===== config.mk =====
export PLATFORM = sky130hd
export DESIGN_NAME = gateway_status_control_handshake
export DESIGN_NICKNAME = d
export VERILOG_FILES = /design/src/hw/gw_handshake_pkg.sv /design/src/hw/gateway_status_control_handshake.sv
export SDC_FILE = /design/constraint.sdc
export NUM_CORES = 1
export LEC_CHECK = 0
export BUFFER_PORTS_ARGS = -buffer_cell sky130_fd_sc_hd__buf_2
export CAP_MARGIN = 25
export CORE_MARGIN = 3
export CORE_UTILIZATION = 40
export DETAILED_ROUTE_END_ITERATION = 6
export PLACE_DENSITY_LB_ADDON = 0.1
export SLEW_MARGIN = 0
export SYNTH_ARGS = -nofsm -noshare
export SYNTH_HDL_FRONTEND = slang
export SYNTH_SLANG_ARGS = --single-unit

===== constraint.sdc =====
create_clock -name clk_sys_i -period 1.3 [get_ports clk_sys_i]
set_input_delay 0 -clock clk_sys_i [delete_from_list [all_inputs] [get_ports clk_sys_i]]
set_output_delay 0 -clock clk_sys_i [all_outputs]
set_load 0.01 [all_outputs]

===== src/hw/gw_handshake_pkg.sv =====
// Package with offsets, field positions and modes of the status/control word block.
package gw_handshake_pkg;
    localparam logic [9:0] STATUS_WORD_OFFSET = 10'h000;
    localparam logic [9:0] CONTROL_WORD_OFFSET = 10'h200;
    localparam int SEND_TOGGLE_BIT = 15;
    localparam int CONFIRM_TOGGLE_BIT = 14;
    localparam int DATA_VALID_BIT = 13;
    localparam int CODE_HI_BIT = 12;
    localparam int CODE_LO_BIT = 8;
    localparam int CTRL_DATA_VALID_BIT = 13;
    localparam logic [4:0] CODE_NO_ERROR = 5'h1f;
    localparam logic [15:0] CONTROL_WORD_RESET = 16'h0000;
    localparam logic [7:0] STATUS_DATA_RESET = 8'h00;
    // Word enable configuration.
    typedef enum logic [1:0] {
        WORDS_DISABLED = 2'h0,
        WORDS_ENABLED_LOCK = 2'h1,
        WORDS_ENABLED_NO_LOCK = 2'h3
    } word_mode_t;
    // Gray coded along the usual offline, online, exchanging path.
    typedef enum logic [1:0] {
        ST_OFFLINE = 2'h0,
        ST_ONLINE_WAIT = 2'h1,
        ST_EXCHANGE = 2'h3
    } link_state_t;
endpackage


===== src/hw/gateway_status_control_handshake.sv =====
// Status and control word block with startup data-exchange gating.
//
// Summary of operation
// - Words absent unless configuration enables them
// - Status at input 0x000, control at 0x200
// - Words stored most-significant byte first
// - Both sides follow the defined handshake sequence
// - Startup lock withholds exchange until control valid
// - Without lock, exchange starts once fieldbus online
// - Exchange both ways until gateway goes offline
// - Gateway never clears status valid by itself
// - Status valid may be delayed by missing nodes
// - Bit 13 sets after all transactions outside generic data mode, sticks
// - Bits 15 and 14 carry send/confirm toggles
// - Bits 12..8 last status code, low byte data
`timescale 1ns/1ps
module gateway_status_control_handshake
    import gw_handshake_pkg::*;
(
    // Clock and reset.
    input wire logic clk_sys_i,
    input wire logic reset_n_i,
    // Configuration.
    input wire logic [1:0] word_mode_i,
    input wire logic generic_data_mode_i,
    // Fieldbus side byte access to the data areas.
    input wire logic fb_online_i,
    input wire logic [9:0] fb_addr_i,
    input wire logic fb_wr_i,
    input wire logic [7:0] fb_wdata_i,
    output logic [7:0] fb_rdata_o,
    output logic fb_hit_o,
    // Subnetwork engine side.
    input wire logic all_transactions_done_i,
    input wire logic status_report_i,
    input wire logic [4:0] status_code_i,
    input wire logic [7:0] status_data_i,
    input wire logic send_toggle_i,
    input wire logic confirm_toggle_i,
    output logic [15:0] host_control_word_o,
    output logic exchange_enable_o,
    output logic [1:0] link_state_o
);
    logic online_meta_r;
    logic online_sync_r;
    logic [15:0] control_r;
    logic [15:0] control_nxt;
    logic data_valid_r;
    logic data_valid_nxt;
    logic [4:0] code_r;
    logic [4:0] code_nxt;
    logic [7:0] sdata_r;
    logic [7:0] sdata_nxt;
    logic [1:0] toggles_r;
    link_state_t state_r;
    link_state_t state_nxt;
    logic [7:0] rdata_r;
    logic [7:0] rdata_nxt;
    logic words_on;
    logic lock_on;
    logic [15:0] status_word;
    logic host_valid;

    // The fieldbus online level is asynchronous to this clock.
    always_ff @(posedge clk_sys_i) begin
        if (!reset_n_i) begin
            online_meta_r <= 1'b0;
            online_sync_r <= 1'b0;
        end else begin
            online_meta_r <= fb_online_i;
            online_sync_r <= online_meta_r;
        end
    end

    assign words_on = (word_mode_i != WORDS_DISABLED);
    assign lock_on = (word_mode_i == WORDS_ENABLED_LOCK);
    assign host_valid = control_r[CTRL_DATA_VALID_BIT];

    assign status_word = {toggles_r, data_valid_r, code_r, sdata_r};

    // Control word writes; byte 0 is the upper byte.
    always_comb begin
        control_nxt = control_r;
        if (words_on && fb_wr_i) begin
            if (fb_addr_i == CONTROL_WORD_OFFSET) begin
                control_nxt[15:8] = fb_wdata_i;
            end else if (fb_addr_i == CONTROL_WORD_OFFSET + 10'h001) begin
                control_nxt[7:0] = fb_wdata_i;
            end
        end
    end

    // Status fields. The data valid flag is sticky: nothing here clears it.
    always_comb begin
        data_valid_nxt = data_valid_r;
        code_nxt = code_r;
        sdata_nxt = sdata_r;
        if (!generic_data_mode_i && all_transactions_done_i) begin
            data_valid_nxt = 1'b1;
        end
        if (status_report_i) begin
            code_nxt = status_code_i;
            sdata_nxt = status_data_i;
        end
    end

    // Participation state follows the gateway's own view of the handshake.
    always_comb begin
        state_nxt = state_r;
        case (state_r)
            ST_OFFLINE: begin
                if (online_sync_r) begin
                    state_nxt = ST_ONLINE_WAIT;
                end
            end
            ST_ONLINE_WAIT: begin
                if (!online_sync_r) begin
                    state_nxt = ST_OFFLINE;
                end else if (!lock_on || host_valid) begin
                    state_nxt = ST_EXCHANGE;
                end
            end
            ST_EXCHANGE: begin
                if (!online_sync_r) begin
                    state_nxt = ST_OFFLINE;
                end
            end
            default: state_nxt = ST_OFFLINE;
        endcase
    end

    // Byte read data, upper byte at the lower address.
    always_comb begin
        rdata_nxt = 8'h00;
        if (words_on) begin
            if (fb_addr_i == STATUS_WORD_OFFSET) begin
                rdata_nxt = status_word[15:8];
            end else if (fb_addr_i == STATUS_WORD_OFFSET + 10'h001) begin
                rdata_nxt = status_word[7:0];
            end else if (fb_addr_i == CONTROL_WORD_OFFSET) begin
                rdata_nxt = control_r[15:8];
            end else if (fb_addr_i == CONTROL_WORD_OFFSET + 10'h001) begin
                rdata_nxt = control_r[7:0];
            end
        end
    end

    always_ff @(posedge clk_sys_i) begin
        if (!reset_n_i) begin
            control_r <= CONTROL_WORD_RESET;
            data_valid_r <= 1'b0;
            code_r <= CODE_NO_ERROR;
            sdata_r <= STATUS_DATA_RESET;
            toggles_r <= 2'b00;
            state_r <= ST_OFFLINE;
            rdata_r <= 8'h00;
        end else begin
            control_r <= control_nxt;
            data_valid_r <= data_valid_nxt;
            code_r <= code_nxt;
            sdata_r <= sdata_nxt;
            toggles_r <= {send_toggle_i, confirm_toggle_i};
            state_r <= state_nxt;
            rdata_r <= rdata_nxt;
        end
    end

    // Addresses inside the word areas are claimed only while enabled; the
    // surrounding data path serves everything else as ordinary I/O data.
    assign fb_hit_o = words_on &&
        (fb_addr_i[9:1] == STATUS_WORD_OFFSET[9:1] ||
         fb_addr_i[9:1] == CONTROL_WORD_OFFSET[9:1]);
    assign fb_rdata_o = rdata_r;
    assign host_control_word_o = control_r;
    assign exchange_enable_o = (state_r == ST_EXCHANGE);
    assign link_state_o = state_r;
endmodule


==> flow_results.xml <==
<?xml version="1.0" encoding="UTF-8"?>
<metrics>
  <group name="pwr">
    <metric name="peakVddDrop" unit="mV">0.5356</metric>
    <metric name="switching_share" unit="">0.2178</metric>
    <metric name="cell_internal_pwr" unit="uW">2114</metric>
    <metric name="comb_power_share" unit="">0.104</metric>
    <metric name="p_seq_frac" unit="">0.517</metric>
    <metric name="pwr_density_cell" unit="mW/mm^2">1073</metric>
    <metric name="clkPwrFrac" unit="">0.379</metric>
    <metric name="power.net_switching" unit="uW">588.5</metric>
    <metric name="static_leakage" unit="uW">0.001161</metric>
  </group>
  <group name="worst_setup_path">
    <metric name="worst-r2r-setup-slack" unit="ps">420</metric>
    <metric name="crit_arrival" unit="ps">1170</metric>
    <metric name="crit-reg2reg-launch" unit="">host_control_word_o[13]</metric>
    <metric name="crit_path_start" unit="">fb_addr_i[4]</metric>
    <metric name="crit-reg2reg-capture" unit="">link_state_o[1]</metric>
    <metric name="crit_path_top_delay_cell" unit="">sky130_fd_sc_hd__nor4_2</metric>
    <metric name="cell_breakdown_of_the_critical_path" unit="">buf_2 -&gt; nor4_2 -&gt; nand2_1 -&gt; nor2_4 -&gt; mux2i_1</metric>
    <metric name="worstPathBufferInverterCount" unit="">1</metric>
    <metric name="critPathRequiredTime" unit="ps">1520</metric>
    <metric name="setup.worst_path.end_class" unit="">flip-flop</metric>
    <metric name="startpoint_type" unit="">primary input</metric>
    <metric name="worstSetupPathDepth" unit="">5</metric>
    <metric name="critical_path.endpoint" unit="">host_control_word_o[5]</metric>
    <metric name="critical_path_class" unit="">in -&gt; reg</metric>
    <metric name="critPathMaxFanout" unit="">8</metric>
    <metric name="reg2regPathDepth" unit="">2</metric>
    <metric name="timing.critical_path.max_delay_family" unit="">simple AND/OR/NAND/NOR gates</metric>
    <metric name="cpPeakStageDelay" unit="ps">330</metric>
  </group>
  <group name="clock_tree">
    <metric name="cts-buffers-inserted" unit="">5</metric>
    <metric name="clock_latency" unit="ps">300</metric>
    <metric name="clkTransAtPathRegs" unit="ps">80</metric>
    <metric name="cts_sinks" unit="">44</metric>
    <metric name="cts_hold_buf" unit="">23</metric>
    <metric name="cts_resized" unit="">0</metric>
    <metric name="cts_tree" unit="">done</metric>
    <metric name="post-cts-setup-buffer-count" unit="">0</metric>
    <metric name="h_tree_depth" unit="">2</metric>
    <metric name="cts_buffer_depth" unit="">2</metric>
    <metric name="clock_root_buffer_master" unit="">sky130_fd_sc_hd__clkbuf_8</metric>
  </group>
  <group name="grt">
    <metric name="grt_antenna_before_repair" unit="">0</metric>
    <metric name="global_route_wire_length_before_repair" unit="um">7155</metric>
    <metric name="grt_start_max_net_pins" unit="">45</metric>
    <metric name="globalRouteMet2Util" unit="">0.2558</metric>
    <metric name="groute.usage.overall" unit="">0.1753</metric>
    <metric name="grt_busiest_layer" unit="">met2</metric>
    <metric name="grtUsageMet1" unit="">0.2522</metric>
    <metric name="globalRouteMet3Util" unit="">0.04017</metric>
    <metric name="grt_remaining_overflow" unit="">0</metric>
    <metric name="via_count_of_the_first_global_routing_pass" unit="">1493</metric>
  </group>
  <group name="synth">
    <metric name="synthesis.area" unit="sq mm">0.001760</metric>
    <metric name="synth_cell_types" unit="">22</metric>
    <metric name="ys_seq_elements" unit="">44</metric>
    <metric name="synth_enable_flop_cells" unit="">0</metric>
    <metric name="synth_top_cells_by_area" unit="">sky130_fd_sc_hd__dfxtp_1 (50%), sky130_fd_sc_hd__mux2i_1 (21%), sky130_fd_sc_hd__nand2_1 (8.3%)</metric>
    <metric name="synth_sequential_area_ratio" unit="">0.5004</metric>
    <metric name="synth-warning-count" unit="">0</metric>
    <metric name="post-synth-top-count-cell" unit="">sky130_fd_sc_hd__dfxtp_1</metric>
    <metric name="netlist_top_cells_count" unit="">sky130_fd_sc_hd__dfxtp_1 (44), sky130_fd_sc_hd__nand2_1 (39), sky130_fd_sc_hd__mux2i_1 (37)</metric>
    <metric name="ys_async_sr_fraction" unit="">0</metric>
    <metric name="synthesis.nets" unit="">222</metric>
    <metric name="synth_top_cell_area_share" unit="">0.5004</metric>
    <metric name="syn-mean-instance-area" unit="sq um">9.780</metric>
    <metric name="synthCells" unit="">180</metric>
    <metric name="post-synth-top-area-cell" unit="">sky130_fd_sc_hd__dfxtp_1</metric>
    <metric name="ys.flop_type" unit="">sky130_fd_sc_hd__dfxtp_1</metric>
  </group>
  <group name="drt">
    <metric name="wl" unit="um">4310</metric>
    <metric name="drc" unit="">0</metric>
    <metric name="first_iter_violations" unit="">108</metric>
    <metric name="post_drt_wl_per_cell" unit="um">13.30</metric>
    <metric name="first_pass_iters" unit="">4</metric>
    <metric name="ant_nets" unit="">0</metric>
    <metric name="detailroute.via_count" unit="">1498</metric>
    <metric name="via_per_inst" unit="">4.623</metric>
  </group>
  <group name="sta">
    <metric name="maxSlewViolCount" unit="">0</metric>
    <metric name="period_minus_slack" unit="ps">952.3</metric>
    <metric name="worst_slew_pin_slew" unit="ps">405.7</metric>
    <metric name="min_period_over_period" unit="">0.7325</metric>
    <metric name="setup_viol_count_final" unit="">0</metric>
    <metric name="report.final.hold_viol_count" unit="">0</metric>
    <metric name="final_worst_clock_skew" unit="ps">1.380</metric>
    <metric name="max_freq" unit="GHz">1.050</metric>
    <metric name="max_slew_margin" unit="">0.7295</metric>
    <metric name="rsz0062_at_grt" unit="">no</metric>
    <metric name="timing.setup.tns" unit="ps">0</metric>
    <metric name="fin_worst_hold_slack" unit="ps">4.954</metric>
  </group>
  <group name="floorplan">
    <metric name="die_h" unit="um">72.34</metric>
    <metric name="ports" unit="">70</metric>
    <metric name="chipWidth" unit="um">72.34</metric>
    <metric name="core_area" unit="sq mm">0.004115</metric>
    <metric name="starting_density_of_the_core" unit="">0.4278</metric>
    <metric name="rows" unit="">23</metric>
    <metric name="design.die.area" unit="sq mm">0.005233</metric>
  </group>
  <group name="finish">
    <metric name="drive_above_1_share" unit="">0.3066</metric>
    <metric name="n_antenna_cell" unit="">0</metric>
    <metric name="area_growth_syn_to_layout" unit="%">43.07</metric>
    <metric name="design.final.nets" unit="">315</metric>
  </group>
  <group name="placement">
    <metric name="placement.io_buffers" unit="">69</metric>
    <metric name="finalWeightedCongestion" unit="">0.7192</metric>
    <metric name="dp_hpwl" unit="um">3064</metric>
  </group>
  <group name="outcome">
    <metric name="outcome" unit="">completed</metric>
  </group>
  <group name="worst_hold_path">
    <metric name="worstHoldPathType" unit="">in -&gt; reg</metric>
  </group>
  <group name="run">
    <metric name="max_cap_viol_count" unit="">0</metric>
  </group>
</metrics>
-- layout by cell type (no fill, tap or decap), types with 2 or more instances in the layout --
cell type,synthesis,final
sky130_fd_sc_hd__nand3_1,2,2
sky130_fd_sc_hd__nand2_1,39,39
sky130_fd_sc_hd__buf_12,0,2
sky130_fd_sc_hd__buf_2,3,69
sky130_fd_sc_hd__dfxtp_1,44,44
sky130_fd_sc_hd__and2_1,6,6
sky130_fd_sc_hd__nor4_2,2,2
sky130_fd_sc_hd__mux2i_1,37,37
sky130_fd_sc_hd__buf_4,0,2
sky130_fd_sc_hd__dlygate4sd3_1,0,24
sky130_fd_sc_hd__o221ai_1,8,8
sky130_fd_sc_hd__nor2b_1,9,9
sky130_fd_sc_hd__nor2_1,12,12
sky130_fd_sc_hd__clkbuf_8,0,5
-- worst register-to-register path, stage by stage, from the launching register on --
cell	delay, ps
sky130_fd_sc_hd__dfxtp_1	360
sky130_fd_sc_hd__nor4b_1	320
sky130_fd_sc_hd__nor3_1	80
-- how the worst min path moves through the flow --
stage,endpoint,slack [ps],cells after the start,start
5_1_grt,host_control_word_o[15],10,3,fb_wdata_i[7]
3_5_place_dp,online_meta_r,210,2,fb_online_i
2_1_floorplan,online_meta_r,130,1,fb_online_i
4_1_cts,host_control_word_o[7],2,3,fb_wdata_i[7]
3_3_place_gp,online_meta_r,210,2,fb_online_i
6_report,host_control_word_o[7],5,3,fb_wdata_i[7]
-- routing by layer --
| layer | routed length [um] | vias up | share of wire |
|---|---|---|---|
| li1 | - | 796 | - |
| met1 | 2084 | 646 | 0.48 |
| met2 | 1875 | 49 | 0.44 |
| met3 | 289 | 7 | 0.067 |
| met4 | 60 | 0 | 0.014 |
| met5 | 0 | - | 0 |
-- area by class of cell --
cell class                      instances  area (sq um)
Tap cell                               50         62.56
Fill cell                             366          1597
Clock buffer                            6         72.57
Sequential cell                        44         880.8
Timing Repair Buffer                   97         640.6
Clock inverter                          2         35.03
Inverter                                1         3.754
Multi-Input combinational cell        124         823.3
-- state kept, by name (all words and copies together), names as in the netlist --
signal               cells
code_r                   5
link_state_o             2
fb_rdata_o               8
sdata_r                  8
host_control_word_o     16
data_valid_r             1
online_meta_r            1
online_sync_r            1
toggles_r                2
-- metrics by stage --
step / std cells / total power, uW / cell area [sq um] / util / setup slack [ps]
floorplan: 180 / 1555 / 1760 / - / 294.9
detailed placement: 292 / 1656 / 2171 / 0.5275 / 70.07
global placement: 292 / 1653 / 2171 / 0.5275 / 79.04
global route: 324 / 2819 / 2519 / 0.6120 / 269.9
CTS: 323 / 2730 / 2509 / 0.6096 / 347.6
finish: 324 / 2702 / 2519 / 0.6120 / 347.7
-- power by group through the flow --
stage | sequential (uW) | clock [uW] | combinational [uW]
global route | 1400 | 1100 | 315
detailed placement | 1430 | 0 | 226
floorplan | 1420 | 0 | 131
global placement | 1430 | 0 | 224
finish | 1400 | 1020 | 281
CTS | 1400 | 1050 | 279
-- cell families after synthesis --
group	synth area share
and+or+nand+nor	0.2104
AOI/OAI and AO/OA	0.04691
buffers and inverters	0.03198
DFF	0.5004
muxes	0.2104
Power figures use the tool's default switching activity.
